===== config.mk =====
export PLATFORM = sky130hd
export DESIGN_NAME = pcsil_ctrl
export DESIGN_NICKNAME = d
export VERILOG_FILES = /design/src/verilog/pcsil_pkg.sv /design/src/verilog/pcsil_ctrl.sv
export VERILOG_INCLUDE_DIRS = /design/src /design/src/verilog
export SDC_FILE = /design/constraint.sdc
export NUM_CORES = 1
export LEC_CHECK = 0
export BUFFER_PORTS_ARGS = -buffer_cell sky130_fd_sc_hd__buf_2
export CORE_MARGIN = 10
export CORE_UTILIZATION = 44
export DETAILED_ROUTE_END_ITERATION = 12
export HOLD_SLACK_MARGIN = 0.05
export PLACE_DENSITY = 0.9
export SYNTH_ARGS = -nofsm -noshare
export SYNTH_HDL_FRONTEND = slang
export SYNTH_SLANG_ARGS = --single-unit

===== constraint.sdc =====
create_clock -name clk -period 2.05 [get_ports clk]
set_clock_uncertainty 0.1 [all_clocks]
set_input_delay 0.41 -clock clk [delete_from_list [all_inputs] [get_ports clk]]
set_output_delay 0.41 -clock clk [all_outputs]
set_load 0.02 [all_outputs]

===== src/verilog/pcsil_params.svh =====
/*
 * constants for the isolate and loopback control block.
 * assumes inclusion by bare name from the package and the design file.
 */
`ifndef PCSIL_PARAMS_SVH
`define PCSIL_PARAMS_SVH

`define PCSIL_ADDR_W        4
`define PCSIL_OFF_CTRL      4'h0
`define PCSIL_OFF_STAT      4'h4
`define PCSIL_BIT_ISOLATE   0
`define PCSIL_BIT_LOOPBACK  1
`define PCSIL_CTRL_RESET    2'h1
`define PCSIL_LOOPSEL_OFF   2'h0
`define PCSIL_IDLE_K        8'hbc
`define PCSIL_IDLE_D        8'h50

`endif


===== src/verilog/pcsil_pkg.sv =====
/*
 * types for the isolate and loopback control block.
 * assumes pcsil_params.svh is on the include path.
 */
`include "pcsil_params.svh"

package pcsil_pkg;

	typedef struct packed {
		logic [7:0] data;
		logic       en;
		logic       er;
	} pcsil_gmii_s;

	typedef struct packed {
		logic [7:0] data;
		logic       is_k;
	} pcsil_cg_s;

	typedef enum logic [1:0] {
		PCSIL_ISOLATED = 2'b00,
		PCSIL_NORMAL   = 2'b01,
		PCSIL_LOOP     = 2'b11
	} pcsil_mode_e;

endpackage : pcsil_pkg

===== src/verilog/pcsil_ctrl.sv =====
/*
 * isolate and loopback control between client gmii and line side.
 * assumes client data on clk; line rx pins are synchronised here; build
 * options are static parameters.
 */
`timescale 1ns/1ps
`include "pcsil_params.svh"

// Behaviour
// - power up isolated from client interface
// - loopback set by management or static word
// - ten-bit build: loopback only raises wrap request
// - transceiver build: tx looped at last point
// - internal loopback sends idle to line
// - transceiver loop select output fixed 00
// - transceiver build: no loopback with recovered rx client clock
module pcsil_ctrl #(
	parameter bit HAS_MGMT  = 1'b1,
	parameter bit TBI_BUILD = 1'b0
) (
	input  wire logic                     clk,
	input  wire logic                     rst_b,
	input  wire logic [`PCSIL_ADDR_W-1:0] reg_addr,
	input  wire logic [31:0]              reg_wdata,
	input  wire logic                     reg_wr,
	input  wire logic                     reg_rd,
	output logic [31:0]                   reg_rdata,
	input  wire logic                     cfg_isolate,
	input  wire logic                     cfg_loopback,
	input  wire logic                     rx_client_clock_source,
	input  wire pcsil_pkg::pcsil_gmii_s   gmii_tx,
	output pcsil_pkg::pcsil_gmii_s        gmii_rx,
	output pcsil_pkg::pcsil_cg_s          line_tx,
	input  wire pcsil_pkg::pcsil_cg_s     line_rx,
	output logic                          wrap_req,
	output logic [1:0]                    xcvr_loop_sel
);

	////////////////////////////////////////////////////////////////////////
	// control register and static word
	logic [1:0]  ctrl;
	logic [1:0]  cfg_s1;
	logic [1:0]  cfg_s2;
	logic        rxsrc_s1;
	logic        rxsrc_s2;
	// line rx pins arrive from the serdes clock
	pcsil_pkg::pcsil_cg_s line_s1;
	pcsil_pkg::pcsil_cg_s line_s2;

	always_ff @(posedge clk or negedge rst_b) begin
		if (!rst_b) begin
			cfg_s1   <= `PCSIL_CTRL_RESET;
			cfg_s2   <= `PCSIL_CTRL_RESET;
			rxsrc_s1 <= 1'b0;
			rxsrc_s2 <= 1'b0;
			line_s1  <= '0;
			line_s2  <= '0;
		end else begin
			cfg_s1   <= {cfg_loopback, cfg_isolate};
			cfg_s2   <= cfg_s1;
			rxsrc_s1 <= rx_client_clock_source;
			rxsrc_s2 <= rxsrc_s1;
			line_s1  <= line_rx;
			line_s2  <= line_s1;
		end
	end

	wire wr_ctrl = reg_wr && reg_addr == `PCSIL_OFF_CTRL;

	always_ff @(posedge clk or negedge rst_b) begin
		if (!rst_b)
			ctrl <= `PCSIL_CTRL_RESET;
		else if (wr_ctrl)
			ctrl <= reg_wdata[1:0];
	end

	wire want_iso  = HAS_MGMT ? ctrl[`PCSIL_BIT_ISOLATE] : cfg_s2[0];
	wire want_loop = HAS_MGMT ? ctrl[`PCSIL_BIT_LOOPBACK] : cfg_s2[1];
	wire loop_ok   = TBI_BUILD || !rxsrc_s2;
	wire int_loop  = want_loop && !TBI_BUILD && loop_ok;

	pcsil_pkg::pcsil_mode_e mode;
	pcsil_pkg::pcsil_mode_e next_mode;

	assign next_mode = want_iso ? pcsil_pkg::PCSIL_ISOLATED :
	                   want_loop ? pcsil_pkg::PCSIL_LOOP : pcsil_pkg::PCSIL_NORMAL;

	always_ff @(posedge clk or negedge rst_b) begin
		if (!rst_b)
			mode <= pcsil_pkg::PCSIL_ISOLATED;
		else
			mode <= next_mode;
	end

	////////////////////////////////////////////////////////////////////////
	// datapath
	pcsil_pkg::pcsil_cg_s   idle_cg;
	pcsil_pkg::pcsil_cg_s   tx_cg;
	pcsil_pkg::pcsil_cg_s   rx_cg;
	pcsil_pkg::pcsil_gmii_s next_rx;
	pcsil_pkg::pcsil_cg_s   next_line;
	logic                   idle_phase;
	logic                   isolated;
	logic                   looping;

	assign isolated = mode == pcsil_pkg::PCSIL_ISOLATED;
	assign looping  = mode == pcsil_pkg::PCSIL_LOOP && int_loop;
	assign idle_cg  = idle_phase ? '{data: `PCSIL_IDLE_D, is_k: 1'b0}
	                             : '{data: `PCSIL_IDLE_K, is_k: 1'b1};
	assign tx_cg    = '{data: gmii_tx.data, is_k: 1'b0};
	assign rx_cg    = looping ? tx_cg : line_s2;
	assign next_line = (looping || isolated) ? idle_cg : tx_cg;
	assign next_rx  = isolated ? '0 :
	                  '{data: rx_cg.data, en: looping ? gmii_tx.en : !rx_cg.is_k,
	                    er: looping ? gmii_tx.er : 1'b0};

	always_ff @(posedge clk or negedge rst_b) begin
		if (!rst_b) begin
			idle_phase    <= 1'b0;
			line_tx       <= '{data: `PCSIL_IDLE_K, is_k: 1'b1};
			gmii_rx       <= '0;
			wrap_req      <= 1'b0;
			xcvr_loop_sel <= `PCSIL_LOOPSEL_OFF;
		end else begin
			idle_phase    <= !idle_phase;
			line_tx       <= next_line;
			gmii_rx       <= next_rx;
			wrap_req      <= TBI_BUILD && mode == pcsil_pkg::PCSIL_LOOP;
			xcvr_loop_sel <= `PCSIL_LOOPSEL_OFF;
		end
	end

	////////////////////////////////////////////////////////////////////////
	// register read
	wire [31:0] rd_mux = reg_addr == `PCSIL_OFF_CTRL ? {30'h0, ctrl} :
	                     reg_addr == `PCSIL_OFF_STAT ? {29'h0, looping, mode} : 32'h0;

	always_ff @(posedge clk or negedge rst_b) begin
		if (!rst_b)
			reg_rdata <= 32'h0;
		else
			reg_rdata <= reg_rd ? rd_mux : 32'h0;
	end

	////////////////////////////////////////////////////////////////////////
	// checks
	// reset and mode selection
	reset_isolated_a: assert property (@(posedge clk) $rose(rst_b) |-> isolated)
		else $error("not isolated after reset");
	reset_outputs_a: assert property (@(posedge clk) $rose(rst_b) |-> gmii_rx == '0)
		else $error("rx active after reset");
	mgmt_release_a: assert property (@(posedge clk) disable iff (!rst_b)
		HAS_MGMT && wr_ctrl && !reg_wdata[0] ##1 !wr_ctrl |=> !isolated)
		else $error("write did not release isolate");
	static_iso_a: assert property (@(posedge clk) disable iff (!rst_b)
		!HAS_MGMT && cfg_s2[0] |=> isolated)
		else $error("static isolate ignored");
	mgmt_loop_a: assert property (@(posedge clk) disable iff (!rst_b)
		HAS_MGMT && wr_ctrl && reg_wdata[1:0] == 2'h2 ##1 !wr_ctrl |=> mode == pcsil_pkg::PCSIL_LOOP)
		else $error("write did not enter loopback");
	static_loop_a: assert property (@(posedge clk) disable iff (!rst_b)
		!HAS_MGMT && cfg_s2 == 2'h2 |=> mode == pcsil_pkg::PCSIL_LOOP)
		else $error("static loopback ignored");

	// loopback per build
	wrap_a: assert property (@(posedge clk) disable iff (!rst_b)
		wrap_req |-> TBI_BUILD)
		else $error("wrap in transceiver build");
	wrap_loop_a: assert property (@(posedge clk) disable iff (!rst_b)
		TBI_BUILD && mode == pcsil_pkg::PCSIL_LOOP |=> wrap_req)
		else $error("wrap missing in loopback");
	wrap_off_a: assert property (@(posedge clk) disable iff (!rst_b)
		mode != pcsil_pkg::PCSIL_LOOP |=> !wrap_req)
		else $error("wrap outside loopback");
	tbi_no_path_a: assert property (@(posedge clk) disable iff (!rst_b)
		TBI_BUILD && mode == pcsil_pkg::PCSIL_LOOP |=> line_tx == $past(tx_cg))
		else $error("internal loop in ten-bit build");
	no_recov_a: assert property (@(posedge clk) disable iff (!rst_b)
		rxsrc_s2 && !TBI_BUILD |-> !int_loop)
		else $error("loopback on recovered clock");
	recov_pass_a: assert property (@(posedge clk) disable iff (!rst_b)
		rxsrc_s2 && !TBI_BUILD && mode == pcsil_pkg::PCSIL_LOOP |=> line_tx == $past(tx_cg))
		else $error("line idle on recovered clock");
	loop_sel_a: assert property (@(posedge clk) disable iff (!rst_b)
		xcvr_loop_sel == 2'b00)
		else $error("loop select not 00");

	// line side
	line_idle_a: assert property (@(posedge clk) disable iff (!rst_b)
		looping |=> line_tx == $past(idle_cg))
		else $error("line not idle in loopback");
	idle_alt_a: assert property (@(posedge clk) disable iff (!rst_b)
		looping ##1 looping |=> line_tx.is_k != $past(line_tx.is_k))
		else $error("idle pair not alternating");
	iso_line_a: assert property (@(posedge clk) disable iff (!rst_b)
		isolated |=> line_tx == $past(idle_cg))
		else $error("client tx reached line while isolated");
	normal_tx_a: assert property (@(posedge clk) disable iff (!rst_b)
		mode == pcsil_pkg::PCSIL_NORMAL |=> line_tx == $past(tx_cg))
		else $error("client tx not on line");

	// client side
	rx_quiet_a: assert property (@(posedge clk) disable iff (!rst_b)
		isolated |=> gmii_rx == '0)
		else $error("rx active while isolated");
	loop_path_a: assert property (@(posedge clk) disable iff (!rst_b)
		looping |=> gmii_rx.data == $past(gmii_tx.data))
		else $error("loop data mismatch");
	loop_en_a: assert property (@(posedge clk) disable iff (!rst_b)
		looping |=> gmii_rx.en == $past(gmii_tx.en))
		else $error("loop enable mismatch");
	rx_line_a: assert property (@(posedge clk) disable iff (!rst_b)
		mode == pcsil_pkg::PCSIL_NORMAL |=> gmii_rx.data == $past(line_s2.data))
		else $error("rx not from line");

endmodule : pcsil_ctrl


# Word level (Yosys, flattened, before mapping)
# Cells that the tools add are included.
# word_totals
register_bits,76
inputBits,62
out_inout_bits,54
wordCells,37
# op_classes
eq_ne,2
muxes,11
reduce_logical,9
# ops
op,n
$mux 32,1
$mux 9,3
$mux 10,1
$mux 3,2
$eq 4x3->1 const B,1
$logic_not 4->1,1
$mux 2,2
$logic_and 1x1->1,3
$logic_not 1->1,3
$eq 2x2->1 const B,1
$logic_not 2->1,1
$mux 1,2
$logic_or 1x1->1,1

# Logic depth before layout (Yosys ltp)
# Gate-level depths: netlist of the first run.
# logic_depth
word_depth,7
mapped_depth,4
depth_no_buf,3

# Least setup slack after synthesis of the first run
# OpenSTA, ideal clock, no wires.
# synth_timing
path_kind,input -> register
from,input reg_addr[1]
to,register ctrl[1]
setup_ns,0.128
t_arrival_ns,1.010
t_required_ns,1.822
setup_slack_ns,0.813
stages,3
n_path_buf,0
path_cell_list,nor3_2 nand3b_1 mux2_1
# synth_via
elab_chain_len,2
# synth_lines
element,line_no,text
"start, declared",pcsil_ctrl.sv:23,"input wire logic [`PCSIL_ADDR_W-1:0] reg_addr,"
$logic_not 4->1 (no source line),-,
$logic_and 1x1->1 (no source line),-,
"end signal, assigned",pcsil_ctrl.sv:72,ctrl <= `PCSIL_CTRL_RESET;
"end signal, assigned",pcsil_ctrl.sv:74,ctrl <= reg_wdata[1:0];
"end, declared",pcsil_ctrl.sv:41,logic [1:0] ctrl;
# No other way between the ends.
# A chain may end at the register's enable or synchronous reset.

# Final worst setup path of the first run
# layout_timing
from,register line_tx[4] (netlist bit)
to,output line_tx[4] (netlist bit)
# layout_lines
element,line_no,text
"start, declared",pcsil_ctrl.sv:33,"output pcsil_pkg::pcsil_cg_s line_tx,"
"start signal, assigned",pcsil_ctrl.sv:120,"line_tx <= '{data: `PCSIL_IDLE_K, is_k: 1'b1};"
"start signal, assigned",pcsil_ctrl.sv:126,line_tx <= next_line;
# No word-level cell between the ends.

==> results.py, run 1 <==
metrics = {
    "cts": {
        "cts_resized": 0,
        "cts_hold_buf": 0,
        "clkSinkCount": 47,
        "clockBufferDepth": 2,
        "clock_latency_ns": 0.29,
        "cts.root.buffer_cell": "clkbuf_8",
        "htree_levels": 2,
        "post_cts_buffers": 0,
        "cts_buffers": 5,
        "tritoncts": "yes",
        "path_clk_slew_ns": 0.09,
    },
    "place": {
        "place_congestion": 0.768,
        "place.port_buffers": 51,
        "hpwl_um": 2520,
    },
    "setup_path": {
        "reg2reg_from": "mode[1]",
        "slowest_stage": "dfstp_2",
        "cp-end-kind": "output pin",
        "path_cells": "buf_2",
        "cp.required_ns": 1.54,
        "start_kind": "register",
        "path_buf_inv": 1,
        "rr_worst_depth": 3,
        "cp_data_arrival_time_ns": 0.97,
        "max_stage_delay_ns": 0.53,
        "r2r_end": "line_tx[4]",
        "r2r_slack_ns": 0.63,
        "cp_max_fo": 1,
        "crit_type": "register to output pin",
        "crit_family": "flip-flops",
    },
    "global_routing": {
        "grt_pass1_wl_um": 5350,
        "antenna_found_initial": 0,
        "grt_max_degree": 48,
        "grt_util_all_layers_pct": 9.29,
        "grt_pass1_vias": 1159,
        "grt_remaining_overflow": 0,
    },
    "detailed_routing": {
        "via_count": 1022,
        "firstDrtPassIters": 4,
        "ant_nets": 0,
        "routed_wl_um": 3320,
        "viasPerCell": 4.14,
        "drtIter0Drc": 91,
        "route.detailed.drc": 0,
        "wl_per_cell_um": 13.4,
    },
    "sta": {
        "setup_viol": 0,
        "finalHoldViolCount": 0,
        "worstMarginPinSlew_ns": 0.537,
        "period_share_pct": 72.2,
        "slew_viol_final": 0,
        "timing.final.crit_period_ns": 1.48,
        "rsz0062_at_grt": "no",
        "relSlewSlack_pct": 63.8,
        "max_freq_mhz": 675,
        "setup-tns-final_ns": 0,
    },
    "status": {
        "status": "completed",
    },
    "cells_and_area": {
        "diodes": 0,
        "layout.nets": 258,
        "synthToLayoutAreaGrowth_pct": 17.1,
        "final_layout_size_suffix_gt1_share_pct": 36.5,
        "num-fill-cells": 352,
        "fin_util_pct": 52.7,
    },
    "synth": {
        "synth_area_leaders": "dfrtp_1, buf_4, dfstp_2",
        "avgSynthCellArea_sq_um": 12.7,
        "synth_most_common_cell": "dfrtp_1",
        "synth_commonest_cells": "dfrtp_1, buf_4, nand2_1, a21oi_1, dfstp_2",
        "synth_ff_type": "dfrtp_1",
        "synth_edf_count": 0,
        "synth_cell_types": 25,
        "syn_inst": 140,
        "synth_top_area_share_pct": 56.5,
        "synthArstFlopShare_pct": 100,
        "syn_area_sq_um": 1770,
        "synth_area_leader_cell": "dfrtp_1",
        "ys_seq_elements": 47,
        "yosys_warnings": 0,
        "ys_seq_area_share_pct": 66.8,
    },
    "floorplanning": {
        "die_h_um": 83.5,
        "core_area_sq_um": 3940,
        "rows": 23,
        "ios": 116,
        "dieArea_sq_um": 6970,
        "initial_core_util_pct": 45.0,
        "die_w_um": 83.5,
    },
    "pwr": {
        "peakVddDrop_mv": 0.354,
        "p_per_area_nw_per_um2": 1050,
        "p_leak_nw": 1.08,
    },
    "worst_hold_path": {
        "min-delay-path-class": "input port to async pin",
    },
    "flow_run": {
        "max_cap_violations": 0,
    },
}
how the worst max path moves through the flow:
stage	start	end	slack [ns]	cells past startpoint
CTS	line_tx[4]	line_tx[4]	0.55	1
finish	line_tx[4]	line_tx[4]	0.57	1
floorplan	reg_addr[1]	ctrl[1]	0.81	3
global placement	mode[1]	line_tx[4]	0.64	3
global route	line_tx[8]	line_tx[8]	0.53	1
detailed placement	mode[1]	line_tx[4]	0.63	3
per-layer routing:
layer / track usage (%) / vias to the layer above / wire, um
li1: - / 490 / -
met1: 9.51 / 469 / 1270
met2: 14.7 / 59 / 1590
met3: 5.86 / 4 / 397
met4: 4.11 / 0 / 57
met5: 0 / - / 0
state kept, by name, indices dropped and copies added (netlist names):
name	cells
rxsrc_s1	1
ctrl	2
line_s1	9
rxsrc_s2	1
line_tx	9
idle_phase	1
gmii_rx	10
line_s2	9
reg_rdata	3
mode	2
layout by cell type (no fill, tap or decap), types with 2 or more instances in the layout:
| master | count |
|---|---|
| dfstp_2 | 7 |
| dfrtp_1 | 40 |
| mux2_1 | 2 |
| mux2i_1 | 2 |
| o21a_1 | 4 |
| conb_1 | 32 |
| o21ai_1 | 2 |
| nand2_1 | 18 |
| nor2_1 | 5 |
| buf_2 | 51 |
| clkbuf_8 | 5 |
| a21oi_1 | 8 |
| and2_1 | 3 |
| inv_1 | 3 |
| buf_4 | 2 |
stage by stage:
| stage | total power [mW] | hold WS [ns] | std cells | setup WS, ns | cell area [sq um] |
|---|---|---|---|---|---|
| final | 2.18 | 0.0777 | 247 | 0.569 | 2080 |
| after global routing | 2.28 | 0.0980 | 247 | 0.529 | 2080 |
| after CTS | 2.20 | 0.103 | 247 | 0.553 | 2080 |
| after detailed placement | 1.53 | 0.235 | 239 | 0.630 | 1960 |
| after global placement | 1.52 | 0.232 | 239 | 0.644 | 1960 |
| after floorplan | 1.43 | 0.0144 | 171 | 0.813 | 1890 |
cell families (layout without fill, tap and decap cells):
logic type      after synthesis  count (layout)  share of synthesized area, %
flops                        47              47                          66.8
buf+inv                      38              64                          15.4
simple gates                 33              33                          9.25
compound gates               17              17                          5.93
mux                           4               4                          2.40
other cells                   1              32                         0.212
where the power goes:
part           internal, mW  switching, mW
clock                 0.367          0.300
combinational         0.129          0.285
sequential             1.06         0.0438
total                  1.55          0.629
area by class of cell:
| cell class | instances | area [sq um] | share of cell area (%) |
|---|---|---|---|
| clock buffer | 5 | 68.8 | 3.32 |
| clock inverter | 3 | 46.3 | 2.23 |
| inverter | 3 | 11.3 | 0.542 |
| multi-input combinational | 86 | 432 | 20.8 |
| sequential | 47 | 1180 | 57.1 |
| tap | 50 | 62.6 | 3.01 |
| timing repair buffer | 53 | 270 | 13.0 |
No activity file was read; power rests on OpenSTA's default activity.
==> run 2: changes to the inputs <==
--- a/config.mk
+++ b/config.mk
@@ -8,10 +8,10 @@
 export LEC_CHECK = 0
 export BUFFER_PORTS_ARGS = -buffer_cell sky130_fd_sc_hd__buf_2
 export CORE_MARGIN = 10
-export CORE_UTILIZATION = 44
+export CORE_UTILIZATION = 41
 export DETAILED_ROUTE_END_ITERATION = 12
 export HOLD_SLACK_MARGIN = 0.05
-export PLACE_DENSITY = 0.9
+export PLACE_DENSITY = 0.85
 export SYNTH_ARGS = -nofsm -noshare
 export SYNTH_HDL_FRONTEND = slang
 export SYNTH_SLANG_ARGS = --single-unit
==> constraint.sdc (replaced) <==
create_clock -name clk -period 1.5 [get_ports clk]
set_clock_uncertainty 0.1 [all_clocks]
set_input_delay 0.3 -clock clk [delete_from_list [all_inputs] [get_ports clk]]
set_output_delay 0.3 -clock clk [all_outputs]
set_load 0.02 [all_outputs]
==> results.py, run 2 (same netlist as run 1, synthesis figures left out) <==
metrics = {
    "detailed_routing": {
        "via_count": 1071,
        "viasPerCell": 4.14,
        "routed_wl_um": 3270,
        "drtIter0Drc": 43,
        "ant_nets": 0,
        "route.detailed.drc": 0,
        "wl_per_cell_um": 12.6,
        "firstDrtPassIters": 4,
    },
    "setup_path": {
        "cp.required_ns": 1.10,
        "max_stage_delay_ns": 0.52,
        "path_buf_inv": 1,
        "start_kind": "register",
        "slowest_stage": "dfstp_2",
        "path_cells": "buf_2",
        "crit_type": "register to output pin",
        "cp-end-kind": "output pin",
        "cp_data_arrival_time_ns": 0.97,
        "cp_max_fo": 1,
        "crit_family": "flip-flops",
    },
    "cells_and_area": {
        "final_common_cell": "buf_2",
        "num-fill-cells": 359,
        "layout_common_cells": "buf_2, dfrtp_1, conb_1",
        "multiInputGateArea_sq_um": 432,
        "synthToLayoutAreaGrowth_pct": 23.8,
        "largest_reg_flops": 10,
        "regArea_sq_um": 1180,
        "layout.nets": 270,
        "final_layout_size_suffix_gt1_share_pct": 34.9,
        "top_register": "gmii_rx",
        "diodes": 0,
    },
    "sta": {
        "relSlewSlack_pct": 63.5,
        "max_freq_mhz": 730,
        "layout_setup_ws_ns": 0.131,
        "setup-tns-final_ns": 0,
        "period_share_pct": 91.3,
        "setup_viol": 0,
        "timing.final.crit_period_ns": 1.37,
        "rsz0062_at_grt": "no",
        "finalHoldViolCount": 0,
        "slew_viol_final": 0,
        "worstMarginPinSlew_ns": 0.542,
    },
    "cts": {
        "clock_latency_ns": 0.29,
        "post_cts_buffers": 0,
        "cts.root.buffer_cell": "clkbuf_8",
        "cts_hold_buf": 11,
        "cts_buffers": 5,
        "htree_levels": 2,
        "tritoncts": "yes",
        "cts_resized": 0,
        "clockBufferDepth": 2,
        "clkSinkCount": 47,
        "path_clk_slew_ns": 0.08,
    },
    "floorplanning": {
        "rows": 23,
        "core_area_sq_um": 4090,
        "dieArea_sq_um": 7350,
        "initial_core_util_pct": 43.4,
        "die_h_um": 85.8,
        "ios": 116,
        "die_w_um": 85.8,
    },
    "global_routing": {
        "grt_util_all_layers_pct": 9.27,
        "grt_pass1_vias": 1271,
        "grt_remaining_overflow": 0,
        "antenna_found_initial": 0,
        "grt_max_degree": 48,
        "grt_pass1_wl_um": 5550,
    },
    "pwr": {
        "seqPwrFrac_pct": 51.7,
        "swShare_pct": 28.7,
        "p_per_area_nw_per_um2": 1320,
        "p_leak_nw": 1.13,
        "clkPwrFrac_pct": 27.6,
        "peakVddDrop_mv": 0.407,
        "p_switching_uw": 834,
        "p_comb_share_pct": 20.7,
        "p_int_mw": 2.07,
    },
    "worst_hold_path": {
        "min-delay-path-class": "input port to register",
    },
    "flow_run": {
        "max_cap_violations": 0,
    },
    "status": {
        "status": "completed",
    },
    "place": {
        "place.port_buffers": 51,
        "pre_cts_slack_ns": 0.156,
        "hpwl_um": 2610,
        "place_congestion": 0.770,
    },
}
-- run 2: cell types whose count changed in the layout (fill, tap and decap cells not counted) --
cell | previous run | this run
clkbuf_8 | 5 | 7
buf_12 | 0 | 1
inv_6 | 1 | 0
bufinv_16 | 1 | 0
dlygate4sd3_1 | 0 | 11
-- run 2: final cells by class --
type | count | area share (%)
sequential | 47 | 54.0
tap | 50 | 2.85
inverter | 3 | 0.513
clock buffer | 7 | 4.39
clock inverter | 1 | 0.342
timing repair buffer | 65 | 18.2
multi-input combinational | 86 | 19.7
-- run 2: through the flow --
step           total power [mW]  util [%]  instances  hold slack (ns)  cell area (sq um)
3_3_place_gp               2.09      48.5        240            0.192               1980
4_1_cts                    2.95      53.7        259            0.103               2190
2_1_floorplan              1.96         -        171          -0.0956               1890
5_1_grt                    3.07      53.7        259            0.112               2190
3_5_place_dp               2.11      48.5        240            0.196               1980
6_report                   2.91      53.7        259            0.114               2190
-- run 2: worst paths after layout --
check	cells after the start	slack (ns)	startpoint	to
max in group asynchronous	3	0.62	rst_b	ctrl[0]
worst min-delay path	2	0.11	gmii_tx[6]	line_tx[5]
worst max register to register	3	0.15	mode[1]	line_tx[7]
worst min register to register	0	0.25	line_s1[7]	line_s2[7]
worst max-delay path	1	0.13	line_tx[5]	line_tx[5]
min in group asynchronous	3	0.41	rst_b	gmii_rx[0]
-- run 2: power by group through the flow --
stage | clock (mW) | combinational [mW] | sequential, mW
after floorplan | 0 | 0.296 | 1.66
final | 0.802 | 0.602 | 1.50
after global placement | 0 | 0.571 | 1.52
after global routing | 0.887 | 0.663 | 1.52
after detailed placement | 0 | 0.586 | 1.53
after CTS | 0.833 | 0.609 | 1.50
-- run 2: routing by layer --
metal	share of wire [%]	track usage, %	routed length [um]	up-vias
li1	-	-	-	513
met4	2.7	5.39	88	0
met3	11	4.64	357	8
met1	38	9.12	1240	493
met2	48	15.5	1590	57
met5	0	0	0	-
